## config.mk

```make
export PLATFORM = sky130hd
export DESIGN_NAME = rais_sequencer
export DESIGN_NICKNAME = d
export VERILOG_FILES = /design/src/rais_pkg.sv /design/src/rais_sequencer.sv
export VERILOG_INCLUDE_DIRS = /design/src
export SDC_FILE = /design/constraint.sdc
export NUM_CORES = 1
export LEC_CHECK = 0
export ABC_AREA = 1
export BUFFER_PORTS_ARGS = -buffer_cell sky130_fd_sc_hd__buf_2
export CAP_MARGIN = 25
export CORE_MARGIN = 8
export CORE_UTILIZATION = 40
export DETAILED_ROUTE_END_ITERATION = 10
export GPL_TIMING_DRIVEN = 0
export PLACE_DENSITY = 0.64
export REMOVE_ABC_BUFFERS = 1
export SYNTH_ARGS = -nofsm -noshare
export SYNTH_HDL_FRONTEND = slang
export SYNTH_SLANG_ARGS = --single-unit
```

## constraint.sdc

```tcl
create_clock -name i_core_clk -period 2.2 [get_ports i_core_clk]
set_clock_uncertainty 0.2 [all_clocks]
set_input_delay 0.11 -clock i_core_clk [delete_from_list [all_inputs] [get_ports i_core_clk]]
set_output_delay 0.11 -clock i_core_clk [all_outputs]
set_load 0.01 [all_outputs]
```

## src/rais_cfg.svh

```systemverilog
// Offsets, encodings and timing constants of the reset and interrupt sequencer.
// Assumes inclusion by bare name from the package; the sequencer uses its macros through that.
`ifndef RAIS_CFG_SVH
`define RAIS_CFG_SVH

// Vector pairs (high byte address)
`define RAIS_VEC_RESET 16'hfffe
`define RAIS_VEC_SWI 16'hfffc
`define RAIS_VEC_EXT 16'hfffa
`define RAIS_VEC_CORE_TIMER_IRQ 16'hfff8
`define RAIS_VEC_TIMER16 16'hfff6
`define RAIS_VEC_LVI 16'hfff4
`define RAIS_VEC_SPI 16'hfff2
`define RAIS_VEC_SCI 16'hfff0

// Legal opcode fetch ranges
`define RAIS_RAM_LO 16'h0068
`define RAIS_RAM_HI 16'h03ff
`define RAIS_EE_LO 16'h0400
`define RAIS_EE_HI 16'h04ff
`define RAIS_ROM_LO 16'h8000

// Stack use per entry
`define RAIS_STACK_IRQ 3'h5
`define RAIS_STACK_CALL 3'h2

// Core timer counter limit
`define RAIS_CTR_MAX 8'hff

// Timing: machine cycle is the bus clock
`define RAIS_CLK_PERIOD_PS 25000
`define RAIS_PIN_MIN_PS 37500
`define RAIS_PIN_MIN_CYC ((`RAIS_PIN_MIN_PS + `RAIS_CLK_PERIOD_PS - 1) / `RAIS_CLK_PERIOD_PS)
`define RAIS_POR_SETTLE_CYC 4096

// Register indices
`define RAIS_REG_OPTION 8'h00
`define RAIS_REG_CORE_TIMER_IRQ 8'h01
`define RAIS_REG_STATUS 8'h02
`define RAIS_REG_COUNT 8'h03

// Option register fields
`define RAIS_OPT_LEVEL 3
`define RAIS_OPT_EXT_EN 2
`define RAIS_OPT_LVI_EN 1
`define RAIS_OPT_LVI_FLAG 0

// Core timer control and status fields
`define RAIS_CT_WRAP_FLAG 7
`define RAIS_CT_TICK_FLAG 6
`define RAIS_CT_WRAP_EN 5
`define RAIS_CT_TICK_EN 4

// Interrupt groups, index 0 is the highest priority
`define RAIS_NGRP 6
`define RAIS_G_EXT 0
`define RAIS_G_CORE_TIMER_IRQ 1
`define RAIS_G_TIMER16 2
`define RAIS_G_LVI 3
`define RAIS_G_SPI 4
`define RAIS_G_SCI 5

`endif

```

## src/rais_pkg.sv

```systemverilog
// Types of the reset and interrupt sequencer.
// Assumes rais_cfg.svh is on the include path.
package rais_pkg;
    `include "rais_cfg.svh"

    typedef enum logic [1:0] {ST_POR, ST_HOLD, ST_RUN} rais_state_e;

    typedef struct packed {
        rais_state_e st;
        logic [19:0] por_cnt;
        logic [2:0] pin_cnt;
        logic pin_s1, pin_s2;
        logic irq_s1, irq_s2, irq_d;
        logic osc_s1, osc_s2;
        logic on_s1, on_s2;
        logic off_s1, off_s2;
        logic lv;
        logic ibit;
        logic irq_latch;
        logic swi_pend;
        logic [5:0] swi_snap;
        logic [7:0] ctr;
        logic wrap_flag, tick_flag, wrap_en, tick_en;
        logic lvl_mode, ext_en, lvi_en;
        logic [3:0] cause;
        logic [15:0] vec;
        logic take;
        logic [2:0] stack;
        logic clr_en;
        logic [7:0] rdata;
    } rais_state_s;
endpackage

```

## src/rais_sequencer.sv

```systemverilog
// Reset and interrupt sequencer for an 8-bit core: reset sources, mask bit,
// pending interrupt latch, fixed-priority arbitration and vector selection.
// Assumes the core reports fetches, instruction ends, trap and return events
// on the core clock; pins and analog comparators arrive asynchronously.
// Behaviour
// RL1: Any reset vectors through the reset pair and sets the mask bit.
// RL2: After power-on hold reset for settle delay, longer while pin low.
// RL3: Pin low 1.5 machine cycles resets; run resumes cycle after release.
// RL4: Low-voltage reset drives the reset pin low as an output.
// RL5: Opcode fetch outside RAM, ROM and EEPROM resets the device.
// RL6: Watchdog reset is internal and keeps the current configuration.
// RL7: Watchdog reset source enabled by build option only.
// RL8: Low-voltage reset holds below on-level, reasserts below off-level.
// RL9: Nine maskable hardware sources plus one software trap.
// RL10: Taking an interrupt stacks registers and sets the mask bit.
// RL11: Return from handler restores the mask bit from the stack.
// RL12: Interrupts taken only at instruction end, unmasked and enabled.
// RL13: Power-on or pin reset clears every interrupt enable.
// RL14: Highest-priority pending interrupt first; external beats timer.
// RL15: Trap ignores mask, after earlier-pending, before later interrupts.
// RL16: Mask bit set blocks every maskable interrupt.
// RL17: Option bit 3 selects edge or edge-and-level external sensing.
// RL18: External latch cleared on handler entry so one more pulse is kept.
// RL19: Tick and wrap flags share the core timer vector pair.
// RL20: Wrap flag set when core counter wraps from max to zero.
// RL21: Vector pair chosen per source group.
// RL22: Interrupt entry uses five stack bytes, a call two.
// RL23: Priority follows descending vector address.
// RL24: Full 16-bit fetch address checked before the byte executes.
//
// The plain strobed port and the register addresses were left to the implementer.
`timescale 1ns/1ps
module rais_sequencer #(
    parameter int POR_SETTLE_CYCLES = `RAIS_POR_SETTLE_CYC,
    // RL7 build option
    parameter bit WDOG_EN = 1'b1
) (
    input wire logic i_core_clk,
    input wire logic i_rstn,
    input wire logic i_osc_stable,
    input wire logic i_reset_pin_in,
    output logic o_reset_pin_out,
    output logic o_reset_pin_oe,
    input wire logic i_supply_below_off,
    input wire logic i_supply_above_on,
    input wire logic i_watchdog_timeout,
    input wire logic i_fetch_valid,
    input wire logic [15:0] i_fetch_addr,
    input wire logic i_instr_done,
    input wire logic i_software_trap_instr,
    input wire logic i_return_from_handler_instr,
    input wire logic i_restored_ibit,
    input wire logic i_ibit_wr,
    input wire logic i_ibit_val,
    input wire logic i_irq_n,
    input wire logic i_keyboard_strobe_flag,
    input wire logic i_periodic_tick_flag,
    input wire logic i_core_timer_tick,
    input wire logic i_slow_clock_periodic_irq,
    input wire logic i_timer16_irq,
    input wire logic i_low_supply_flag,
    input wire logic i_spi_irq,
    input wire logic i_sci_irq,
    input wire logic [7:0] i_addr,
    input wire logic [7:0] i_wdata,
    input wire logic i_wr,
    input wire logic i_rd,
    output logic [7:0] o_rdata,
    output logic o_core_reset,
    output logic o_clear_enables,
    output logic o_vector_take,
    output logic [15:0] o_vector_addr,
    output logic [2:0] o_stack_bytes,
    output logic o_ibit
);
    import rais_pkg::*;

    localparam logic [19:0] POR_CYC = 20'(POR_SETTLE_CYCLES);
    localparam logic [2:0] PIN_CYC = 3'(`RAIS_PIN_MIN_CYC);

    localparam rais_state_s RST_VAL = '{
        st: ST_POR, lv: 1'b1, ibit: 1'b1, pin_s1: 1'b1, pin_s2: 1'b1,
        irq_s1: 1'b1, irq_s2: 1'b1, irq_d: 1'b1, vec: `RAIS_VEC_RESET,
        stack: `RAIS_STACK_IRQ, default: '0};

    rais_state_s s, n;
    logic illegal, wdog, pin_hit;
    logic [5:0] pend, cand;
    logic [2:0] sel;

    function automatic logic [15:0] grp_vec(input logic [2:0] g);
        case (g)
            3'(`RAIS_G_EXT): grp_vec = `RAIS_VEC_EXT;
            3'(`RAIS_G_CORE_TIMER_IRQ): grp_vec = `RAIS_VEC_CORE_TIMER_IRQ;
            3'(`RAIS_G_TIMER16): grp_vec = `RAIS_VEC_TIMER16;
            3'(`RAIS_G_LVI): grp_vec = `RAIS_VEC_LVI;
            3'(`RAIS_G_SPI): grp_vec = `RAIS_VEC_SPI;
            default: grp_vec = `RAIS_VEC_SCI;
        endcase
    endfunction

    // RL23 lowest index wins
    function automatic logic [2:0] first_set(input logic [5:0] v);
        first_set = 3'h0;
        for (int i = `RAIS_NGRP - 1; i >= 0; i--) begin
            if (v[i]) begin
                first_set = 3'(i);
            end
        end
    endfunction

    always_comb begin
        // RL5 RL24 full address check
        illegal = i_fetch_valid && (s.st == ST_RUN) &&
                  !((i_fetch_addr >= `RAIS_RAM_LO && i_fetch_addr <= `RAIS_RAM_HI) ||
                    (i_fetch_addr >= `RAIS_EE_LO && i_fetch_addr <= `RAIS_EE_HI) ||
                    (i_fetch_addr >= `RAIS_ROM_LO));
        // RL7 watchdog gated
        wdog = WDOG_EN && i_watchdog_timeout && (s.st == ST_RUN);
        pin_hit = (s.pin_cnt >= PIN_CYC);
        // RL9 RL17 RL19 request groups
        pend[`RAIS_G_EXT] = (s.ext_en && (s.irq_latch || (s.lvl_mode && !s.irq_s2))) ||
                            i_keyboard_strobe_flag;
        pend[`RAIS_G_CORE_TIMER_IRQ] = (s.wrap_flag && s.wrap_en) || (s.tick_flag && s.tick_en) ||
                               i_slow_clock_periodic_irq;
        pend[`RAIS_G_TIMER16] = i_timer16_irq;
        pend[`RAIS_G_LVI] = s.lvi_en && i_low_supply_flag;
        pend[`RAIS_G_SPI] = i_spi_irq;
        pend[`RAIS_G_SCI] = i_sci_irq;
        // RL15 only interrupts pending at the trap fetch go first
        cand = s.swi_pend ? (s.ibit ? 6'h00 : (pend & s.swi_snap)) : (s.ibit ? 6'h00 : pend);
        sel = first_set(cand);

        n = s;
        n.take = 1'b0;
        n.clr_en = 1'b0;
        n.rdata = 8'h00;
        n.pin_s1 = i_reset_pin_in;
        n.pin_s2 = s.pin_s1;
        n.irq_s1 = i_irq_n;
        n.irq_s2 = s.irq_s1;
        n.irq_d = s.irq_s2;
        n.osc_s1 = i_osc_stable;
        n.osc_s2 = s.osc_s1;
        n.on_s1 = i_supply_above_on;
        n.on_s2 = s.on_s1;
        n.off_s1 = i_supply_below_off;
        n.off_s2 = s.off_s1;
        n.pin_cnt = s.pin_s2 ? 3'h0 : (pin_hit ? s.pin_cnt : s.pin_cnt + 3'h1);

        // RL8 hysteresis between the two thresholds
        if (s.off_s2) begin
            n.lv = 1'b1;
        end else if (s.on_s2) begin
            n.lv = 1'b0;
        end

        if (i_wr) begin
            case (i_addr)
                `RAIS_REG_OPTION: begin
                    n.lvl_mode = i_wdata[`RAIS_OPT_LEVEL];
                    n.ext_en = i_wdata[`RAIS_OPT_EXT_EN];
                    n.lvi_en = i_wdata[`RAIS_OPT_LVI_EN];
                end
                `RAIS_REG_CORE_TIMER_IRQ: begin
                    // Flags clear on a written zero only
                    n.wrap_flag = s.wrap_flag && i_wdata[`RAIS_CT_WRAP_FLAG];
                    n.tick_flag = s.tick_flag && i_wdata[`RAIS_CT_TICK_FLAG];
                    n.wrap_en = i_wdata[`RAIS_CT_WRAP_EN];
                    n.tick_en = i_wdata[`RAIS_CT_TICK_EN];
                end
                default: begin
                end
            endcase
        end
        if (i_rd) begin
            case (i_addr)
                `RAIS_REG_OPTION: begin
                    n.rdata[`RAIS_OPT_LEVEL] = s.lvl_mode;
                    n.rdata[`RAIS_OPT_EXT_EN] = s.ext_en;
                    n.rdata[`RAIS_OPT_LVI_EN] = s.lvi_en;
                    n.rdata[`RAIS_OPT_LVI_FLAG] = i_low_supply_flag;
                end
                `RAIS_REG_CORE_TIMER_IRQ: begin
                    n.rdata[`RAIS_CT_WRAP_FLAG] = s.wrap_flag;
                    n.rdata[`RAIS_CT_TICK_FLAG] = s.tick_flag;
                    n.rdata[`RAIS_CT_WRAP_EN] = s.wrap_en;
                    n.rdata[`RAIS_CT_TICK_EN] = s.tick_en;
                end
                `RAIS_REG_STATUS: n.rdata = {s.irq_latch, s.swi_pend, s.cause, s.lv, s.ibit};
                `RAIS_REG_COUNT: n.rdata = s.ctr;
                default: n.rdata = 8'h00;
            endcase
        end

        // RL20 wrap sets the flag; set wins over a clearing write
        if (i_core_timer_tick) begin
            n.ctr = s.ctr + 8'h01;
            if (s.ctr == `RAIS_CTR_MAX) begin
                n.wrap_flag = 1'b1;
            end
        end
        if (i_periodic_tick_flag) begin
            n.tick_flag = 1'b1;
        end

        case (s.st)
            ST_POR: begin
                // RL2 settle counted from a running oscillator
                if (s.osc_s2) begin
                    n.por_cnt = s.por_cnt + 20'h1;
                    if (s.por_cnt >= POR_CYC - 20'h1) begin
                        n.st = ST_HOLD;
                    end
                end
            end
            ST_HOLD: begin
                // RL2 RL3 RL1 leave once the pin is high, through the reset pair
                if (s.pin_s2 && !s.lv) begin
                    n.st = ST_RUN;
                    n.vec = `RAIS_VEC_RESET;
                    n.take = 1'b1;
                    n.ibit = 1'b1;
                    n.swi_pend = 1'b0;
                end
            end
            ST_RUN: begin
                if (s.lv || pin_hit) begin
                    // RL3 RL13 external reset clears the enables
                    n.st = ST_HOLD;
                    n.clr_en = 1'b1;
                    n.ext_en = 1'b0;
                    n.lvi_en = 1'b0;
                    n.wrap_en = 1'b0;
                    n.tick_en = 1'b0;
                    n.ibit = 1'b1;
                    n.cause = {s.lv, 1'b1, 2'b00};
                end else if (illegal || wdog) begin
                    // RL6 internal reset keeps the configuration
                    n.st = ST_HOLD;
                    n.ibit = 1'b1;
                    n.cause = {2'b00, wdog, illegal};
                end else begin
                    // RL11 mask restored from the stack copy
                    if (i_return_from_handler_instr) begin
                        n.ibit = i_restored_ibit;
                    end
                    if (i_ibit_wr) begin
                        n.ibit = i_ibit_val;
                    end
                    if (i_software_trap_instr) begin
                        n.swi_pend = 1'b1;
                        n.swi_snap = s.ibit ? 6'h00 : pend;
                    end
                    // RL12 RL16 arbitrate at instruction end only
                    if (i_instr_done) begin
                        if (cand != 6'h00) begin
                            // RL10 RL14 RL21 RL22 take the best group
                            n.take = 1'b1;
                            n.vec = grp_vec(sel);
                            n.ibit = 1'b1;
                            n.stack = `RAIS_STACK_IRQ;
                            n.swi_snap[sel] = 1'b0;
                            if (sel == 3'(`RAIS_G_EXT)) begin
                                // RL18 handler entry frees the latch
                                n.irq_latch = 1'b0;
                            end
                        end else if (s.swi_pend) begin
                            // RL15 trap ignores the mask
                            n.take = 1'b1;
                            n.vec = `RAIS_VEC_SWI;
                            n.ibit = 1'b1;
                            n.stack = `RAIS_STACK_IRQ;
                            n.swi_pend = 1'b0;
                        end
                    end
                end
            end
            default: n.st = ST_POR;
        endcase

        // RL17 RL18 falling edge latched; set wins over entry clear
        if (s.irq_d && !s.irq_s2) begin
            n.irq_latch = 1'b1;
        end
    end

    always_ff @(posedge i_core_clk or negedge i_rstn) begin
        if (!i_rstn) begin
            s <= RST_VAL;
        end else begin
            s <= n;
        end
    end

    // RL1 RL24 reset asserted in the fetch cycle itself
    assign o_core_reset = (s.st != ST_RUN) || illegal || wdog;
    // RL4 open-drain drive of the reset pin
    assign o_reset_pin_out = 1'b0;
    assign o_reset_pin_oe = s.lv;
    assign o_rdata = s.rdata;
    assign o_clear_enables = s.clr_en;
    assign o_vector_take = s.take;
    assign o_vector_addr = s.vec;
    assign o_stack_bytes = s.stack;
    assign o_ibit = s.ibit;
endmodule // rais_sequencer

```

; ---- Word level (Yosys, flattened, before mapping)
; Cells that the tools add are included.
[word_totals]
reg_bits = 94
out_inout_bits = 33
elab_cells = 195
inputBits = 57
[classes]
muxes = 70
bitwise_logic = 5
n_lt_le_gt_ge = 9
n_reduce_logical = 53
n_addsub = 3
n_eq_ne = 22
[op_table]
columns = cell, count
row1 = two-way mux 20 bit, 5
row2 = two-way mux 7 bit, 5
row3 = case mux 17 bit (2 select lines), 1
row4 = two-way mux 6 bit, 5
row5 = two-way mux 3 bit, 9
row6 = two-way mux 8 bit, 3
row7 = case mux 4 bit (3 select lines), 2
row8 = two-way mux 1 bit, 22
row9 = two-way mux 22 bit, 1
row10 = "adder 20 x 1 -> 20 bit, second input constant", 1
row11 = "greater-or-equal comparator 20 x 12 -> 1 bit, second input constant", 1
row12 = case mux 4 bit (5 select lines), 1
row13 = nonzero test 2 bit, 10
row14 = two-way mux 17 bit, 1
row15 = "== test 8 x 2 -> 1 bit, second input constant", 2
row16 = "greater-or-equal comparator 16 x 11 -> 1 bit, second input constant", 1
row17 = "greater-or-equal comparator 16 bit, second input constant", 1
row18 = "greater-or-equal comparator 16 x 7 -> 1 bit, second input constant", 1
row19 = "less-or-equal comparator 16 x 10 -> 1 bit, second input constant", 1
row20 = "less-or-equal comparator 16 x 11 -> 1 bit, second input constant", 1
row21 = "!= test 2 bit, second input constant", 8
row22 = logical AND 1 bit, 15
row23 = two-way mux 2 bit, 7
row24 = AND 6 bit, 2
row25 = other kinds (33), 56

; ---- Longest topological paths before layout
; Gate-level depths: netlist of the first run.
[logic_depth]
depth_word = 26
ltp_mapped = 15
depth_no_buf = 15

; ---- Worst setup path after synthesis of the first run
; OpenSTA, ideal clock, no wires.
[synth_timing]
path_type = register -> register
from = register s[93] (netlist name)
to = register s[89] (netlist name)
arrival_ns = 1.602
slack_ns = 0.275
period_less_slack_ns = 1.925
n_path_buf = 0
required_ns = 1.877
stages_incl_launch_ff = 11
setup_time_ns = 0.123
path_cell_list = dfrtp_1 inv_1 ha_1 nand2_2 nor3_4 nand2_2 nor2_1 nand4_1 nor2_1 nand3b_1 xor2_1
[synth_via]
elab_chain_len = 2
[synth_lines]
columns = item, line
row1 = "start, declared", rais_sequencer.sv:86  ; rais_state_s s, n;
row2 = "start signal, assigned", rais_sequencer.sv:292  ; s <= n;
row3 = logical NOT 2 bit, rais_sequencer.sv:207  ; case (s.st)
row4 = AND reduction 2 bit (no source line), -
; Every way passes these cells.
; A chain may end at the register's enable or synchronous reset.

; ---- Worst setup path after layout of the first run
[layout_timing]
from = register s[92] (netlist name)
to = register s[87] (netlist name)
; The elaborated chain is that of the path after synthesis.

==> results of run 1 <==
[worst paths after layout]
| kind | slack [ns] | to | startpoint | cells after the start |
|---|---|---|---|---|
| setup reg to reg | 0.11 | s[87] | s[92] | 10 |
| hold reg to reg | 0.16 | s[60] | n[60] | 0 |
| hold / removal | 0.03 | s[52] | i_spi_irq | 7 |
| min in group asynchronous | 0.05 | o_rdata[1] | i_rstn | 2 |
| setup / recovery | 0.11 | s[87] | s[92] | 10 |
| max in group asynchronous | 1.10 | n[65] | i_rstn | 3 |
[stage by stage]
step | instance area (um^2) | utilization | setup slack [ns] | instances
final | 5390 | 0.522 | 0.114 | 765
after global routing | 5390 | 0.522 | -0.0356 | 765
after CTS | 5250 | 0.509 | 0.00562 | 753
after detailed placement | 4660 | 0.451 | -0.0236 | 701
after global placement | 4630 | 0.448 | 0.0528 | 700
after floorplan | 4050 | - | 0.275 | 482
[power by group]
group	internal, mW	switching, mW
registers	1.63	0.148
clock network	0.653	0.576
logic	0.287	0.316
total	2.57	1.04
[flip-flops by register name (all words and copies together), names as in the netlist]
register and flops:
o_stack_bytes 1, o_reset_pin_oe 1, o_rdata 8, o_clear_enables 1, o_vector_addr 4, n 6
s 57, o_vector_take 1, o_ibit 1
[logic make-up (layout without fill, tap and decap cells)]
logic type	Yosys count	in the layout	share of synthesized area
AND/OR/NAND/NOR	238	238	0.257
buffers and inverters	107	224	0.120
flip-flops	80	80	0.474
AO/OA/AOI/OAI	50	50	0.0711
XOR/XNOR	25	25	0.0514
adder cells (fa/ha/maj)	8	8	0.0235
other	1	3	0.000880
multiplexers	1	1	0.00235
[repair_timing]
action	4_1_cts	5_1_grt
endpoints found under the setup margin	1	21
setup buffers	0	12
pin swaps	0	6
endpoints found under the hold margin	111	0
gates resized for setup	2	13
hold buffers	36	0
gates cloned	0	0
[layout make-up]
| cell class | instances | area [um^2] | share of cell area |
|---|---|---|---|
| clock buffer | 9 | 124 | 0.0230 |
| clock inverter | 7 | 103 | 0.0190 |
| inverter | 77 | 289 | 0.0536 |
| multi-input combinational | 325 | 1800 | 0.333 |
| sequential | 80 | 2020 | 0.374 |
| tap | 136 | 170 | 0.0316 |
| timing repair buffer | 131 | 891 | 0.165 |
[cell usage after synthesis, types with 2 or more instances]
cell      number
nand2_1      124
dfrtp_1       68
inv_1         66
nor2_1        49
buf_4         29
nand3_1       24
xor2_1        20
o21ai_0       13
dfstp_2       12
inv_2         10
o21ai_1       10
nand4_1        9
a21oi_1        8
ha_1           8
nand2_2        7
nor3_1         6
o211ai_1       6
xnor2_1        5
nor2_4         4
o221ai_1       4
o22ai_1        4
nand3b_1       3
nand3_4        2
nor3_4         2
[critical path: stages (launching register included)]
cell	delay, ns
dfrtp_1	0.41
inv_2	0.12
ha_4	0.16
nand2_4	0.07
nor3_4	0.24
nand2_4	0.11
nor2_4	0.15
nand2_2	0.09
nor3b_4	0.20
nand3_1	0.10
xnor2_1	0.13
[per-layer routing]
layer	vias up	global-route usage
met2	66	0.248
met3	6	0.0326
li1	1801	-
met4	0	0.0625
met1	1641	0.164
met5	-	0
==> impl_metrics.json, run 1 <==
{
  "maxCapViolations": 0,
  "post-route-min-period_ns": 2.09,
  "root_buffer": "clkbuf_8",
  "antenna_found_initial": 0,
  "synth_cells": 510,
  "synth_area_mm2": 0.00426,
  "fill_cells": 957,
  "ys_top_cells_by_area": "dfrtp_1 (40%), nand2_1 (11%), dfstp_2 (7.4%)",
  "place_congestion": 0.840,
  "dp_hpwl_um": 7290,
  "drt_iter0_markers": 123,
  "nets": 689,
  "grt_usage": 0.142,
  "crit_arrival_ns": 2.14,
  "p_total_mw": 3.61,
  "slew_violations": 0,
  "clkSinkCount": 80,
  "initial_core_util": 0.413,
  "max_freq_mhz": 479,
  "die_h_um": 119,
  "wl_met2_um": 4900,
  "syn_area_per_cell_um2": 8.35,
  "met1_length_um": 4260,
  "wl_per_cell_um": 12.7,
  "grt_pass1_wl_um": 16900,
  "ant_nets": 0,
  "final_common_cell": "nand2_1",
  "fp.dieW_um": 119,
  "irDropWorstVdd_mv": 0.385,
  "synth_top_area_share": 0.400,
  "fin_setup_tns_ns": 0,
  "synth_ff_type": "dfrtp_1",
  "whs_ns": 0.0280,
  "synth_edf_count": 0,
  "grt_pass1_vias": 3765,
  "io_pins": 90,
  "clk_pin_slew_ns": 0.09,
  "cts.htree.levels": 3,
  "synth-seq-area-share": 0.474,
  "outcome": "finished clean",
  "coreArea_mm2": 0.0103,
  "rsz0062_at_grt": "true",
  "critPathKind": "reg2reg",
  "layout_common_cells": "nand2_1 (123), buf_2 (81), dfrtp_1 (68)",
  "overflow": 0,
  "required_ns": 2.25,
  "clk_latency_ns": 0.35,
  "setup_viol": 0,
  "power.leakage_nw": 2.85,
  "hold_viol": 0,
  "dieArea_mm2": 0.0142,
  "cp-end-kind": "flop",
  "firstDrtPassIters": 4,
  "row_count": 37,
  "diodes": 0,
  "ys_warn_count": 0,
  "cts_tree": "yes",
  "cts_made_buffers": 9,
  "maxUsedRoutingLayer": "met4",
  "power.density_mw_per_mm2": 670,
  "synthArstFlopShare": 1.00,
  "post-route-drc-count": 0,
  "portBuffers": 82,
  "syn_to_final_growth_pct": 26.6,
  "routed_via_density": 4.59,
  "grt_max_degree": 47,
  "wirelength_um": 9700,
  "clock_path_buffers": 2,
  "synth_top_cell_by_area": "dfrtp_1",
  "wl_met3_um": 466,
  "synth_seq_cells": 80,
  "cp-start-kind": "flop",
  "drive_gt1_frac": 0.258,
  "crit_fanout": 6,
  "hp-class": "in2reg",
  "finalCritPeriodShare": 0.948,
  "netlist-cell-type-count": 41,
  "vias": 3514
}
Power figures use the tool's default switching activity.
==> run 2: changes to the inputs <==
PLACE_DENSITY = 0.6   (was 0.64)
clock period = 2.4 ns   (was 2.2 ns; I/O delays follow)
==> run 2 against run 1 <==
  * Die area is the same
  * Global-route usage shrank 0.12 points
  * Sequential cell count is the same
  * Final cell count shrank 2.5%
  * Critical endpoint is now s[89]
==> impl_metrics.json, run 2 (same netlist as run 1, synthesis figures left out) <==
{
  "outcome": "finished clean",
  "design_area_mm2": 0.00518,
  "largest_reg_flops": 57,
  "met3_usage": 0.0453,
  "row_count": 37,
  "dp_hpwl_um": 7220,
  "fp.dieW_um": 119,
  "post-route-drc-count": 0,
  "relSlewSlack": 0.661,
  "cts_made_buffers": 9,
  "place_congestion": 0.843,
  "crit_fanout": 6,
  "syn_to_final_growth_pct": 21.7,
  "grt_pass1_vias": 3565,
  "drive_gt1_frac": 0.230,
  "dieArea_mm2": 0.0142,
  "fin_setup_tns_ns": 0,
  "maxCapViolations": 0,
  "grt_busiest_layer": "met2",
  "place_ws_ns": 0.242,
  "slew_violations": 0,
  "use_met1": 0.163,
  "die_h_um": 119,
  "rsz0062_at_grt": "false",
  "routed_via_density": 4.67,
  "finalWorstSetupSlack_ns": 0.236,
  "hold_viol": 0,
  "whs_ns": 0.0207,
  "final_core_util": 0.502,
  "crit_slowest_cell": "dfrtp_1",
  "initial_core_util": 0.413,
  "setup_viol": 0,
  "post-route-min-period_ns": 2.16,
  "dp.cells": 701,
  "irDropWorstVdd_mv": 0.519,
  "p_total_mw": 3.34,
  "cp-end-kind": "flop",
  "coreArea_mm2": 0.0103,
  "max_freq_mhz": 462,
  "crit_path_cell_trace": "inv_1 -> ha_1 -> nand2_2 -> nor3_4 -> nand2_2 -> nor2_1 -> nand4_1 -> nor2_1 -> nand3b_1 -> xor2_1",
  "ctsResizeCount": 0,
  "antenna_found_initial": 0,
  "power.density_mw_per_mm2": 644,
  "grt_max_degree": 44,
  "root_buffer": "clkbuf_8",
  "clk_latency_ns": 0.35,
  "cts_tree": "yes",
  "hp-class": "in2reg",
  "ant_nets": 0,
  "cpPeakStageDelay_ns": 0.41,
  "wirelength_um": 9600,
  "portBuffers": 82,
  "clk_pin_slew_ns": 0.08,
  "required_ns": 2.43,
  "regMostFlops": "s",
  "final_common_cell": "nand2_1",
  "worstMarginPinSlew_ns": 0.508,
  "firstDrtPassIters": 4,
  "wl_per_cell_um": 12.9,
  "power.leakage_nw": 2.73,
  "nets": 670,
  "grt_pass1_wl_um": 16500,
  "finalCritPeriodShare": 0.902,
  "placed_area_mm2": 0.00465,
  "clkSinkCount": 80,
  "grt_usage": 0.141,
  "overflow": 0,
  "crit_arrival_ns": 2.20,
  "diodes": 0,
  "cp-start-kind": "flop",
  "clock_path_buffers": 2,
  "layout.cells.non_filler": 746,
  "cts.htree.levels": 3,
  "io_pins": 90,
  "drt_iter0_markers": 105,
  "layout_common_cells": "nand2_1 (124), buf_2 (81), dfrtp_1 (68)",
  "vias": 3485,
  "grt_use_met2": 0.240,
  "critPathKind": "reg2reg"
}
[run 2: changes by cell type in the layout (fill, tap and decap cells not counted), sizes merged]
| cell | before | now |
|---|---|---|
| buf | 95 | 83 |
| bufinv | 2 | 3 |
| clkbuf | 9 | 10 |
| clkinv | 2 | 3 |
| clkinvlp | 1 | 0 |
| dlygate4sd3 | 36 | 29 |
| inv | 79 | 77 |
[run 2: worst paths after layout]
path                               startpoint          to  slack, ns  depth (start not counted)
worst max-delay path                    s[92]       s[89]       0.24                         10
max in group asynchronous              i_rstn       n[64]       1.27                          3
worst min register to register          n[58]       s[58]       0.15                          0
worst min-delay path            i_fetch_valid       s[29]       0.02                          5
min in group asynchronous              i_rstn  o_rdata[5]       0.07                          2
worst max register to register          s[92]       s[89]       0.24                         10
[run 2: worst max-delay path: cells and delay by family, from the launching register on]
family | cells | cell delay (ns)
flip-flops | 1 | 0.41
buffers and inverters | 1 | 0.13
XOR/XNOR | 1 | 0.15
adder cells (fa/ha/maj) | 1 | 0.20
AND/OR/NAND/NOR | 7 | 0.96
[run 2: final cells by class]
class                      count  area, um^2
clock buffer                  10         128
clock inverter                 6         116
fill                         998        5140
inverter                      77         289
multi-input combinational    325        1740
sequential                    80        2020
tap                          136         170
timing repair buffer         112         723
[run 2: metal layers]
| metal | vias up | wire length [um] | share of wire |
|---|---|---|---|
| met5 | - | 0 | 0 |
| met4 | 0 | 121 | 0.013 |
| met3 | 8 | 479 | 0.050 |
| met2 | 70 | 4880 | 0.51 |
| met1 | 1638 | 4130 | 0.43 |
| li1 | 1769 | - | - |
[run 2: power by group]
group / switching, mW / internal (mW)
clock: 0.506 / 0.699
sequential: 0.137 / 1.50
combinational: 0.277 / 0.223
total: 0.920 / 2.42
[run 2: repair_timing]
item / in CTS / in global routing
buffers inserted: 0 / 0
hold buffers: 29 / 0
hold endpoints to repair: 109 / 0
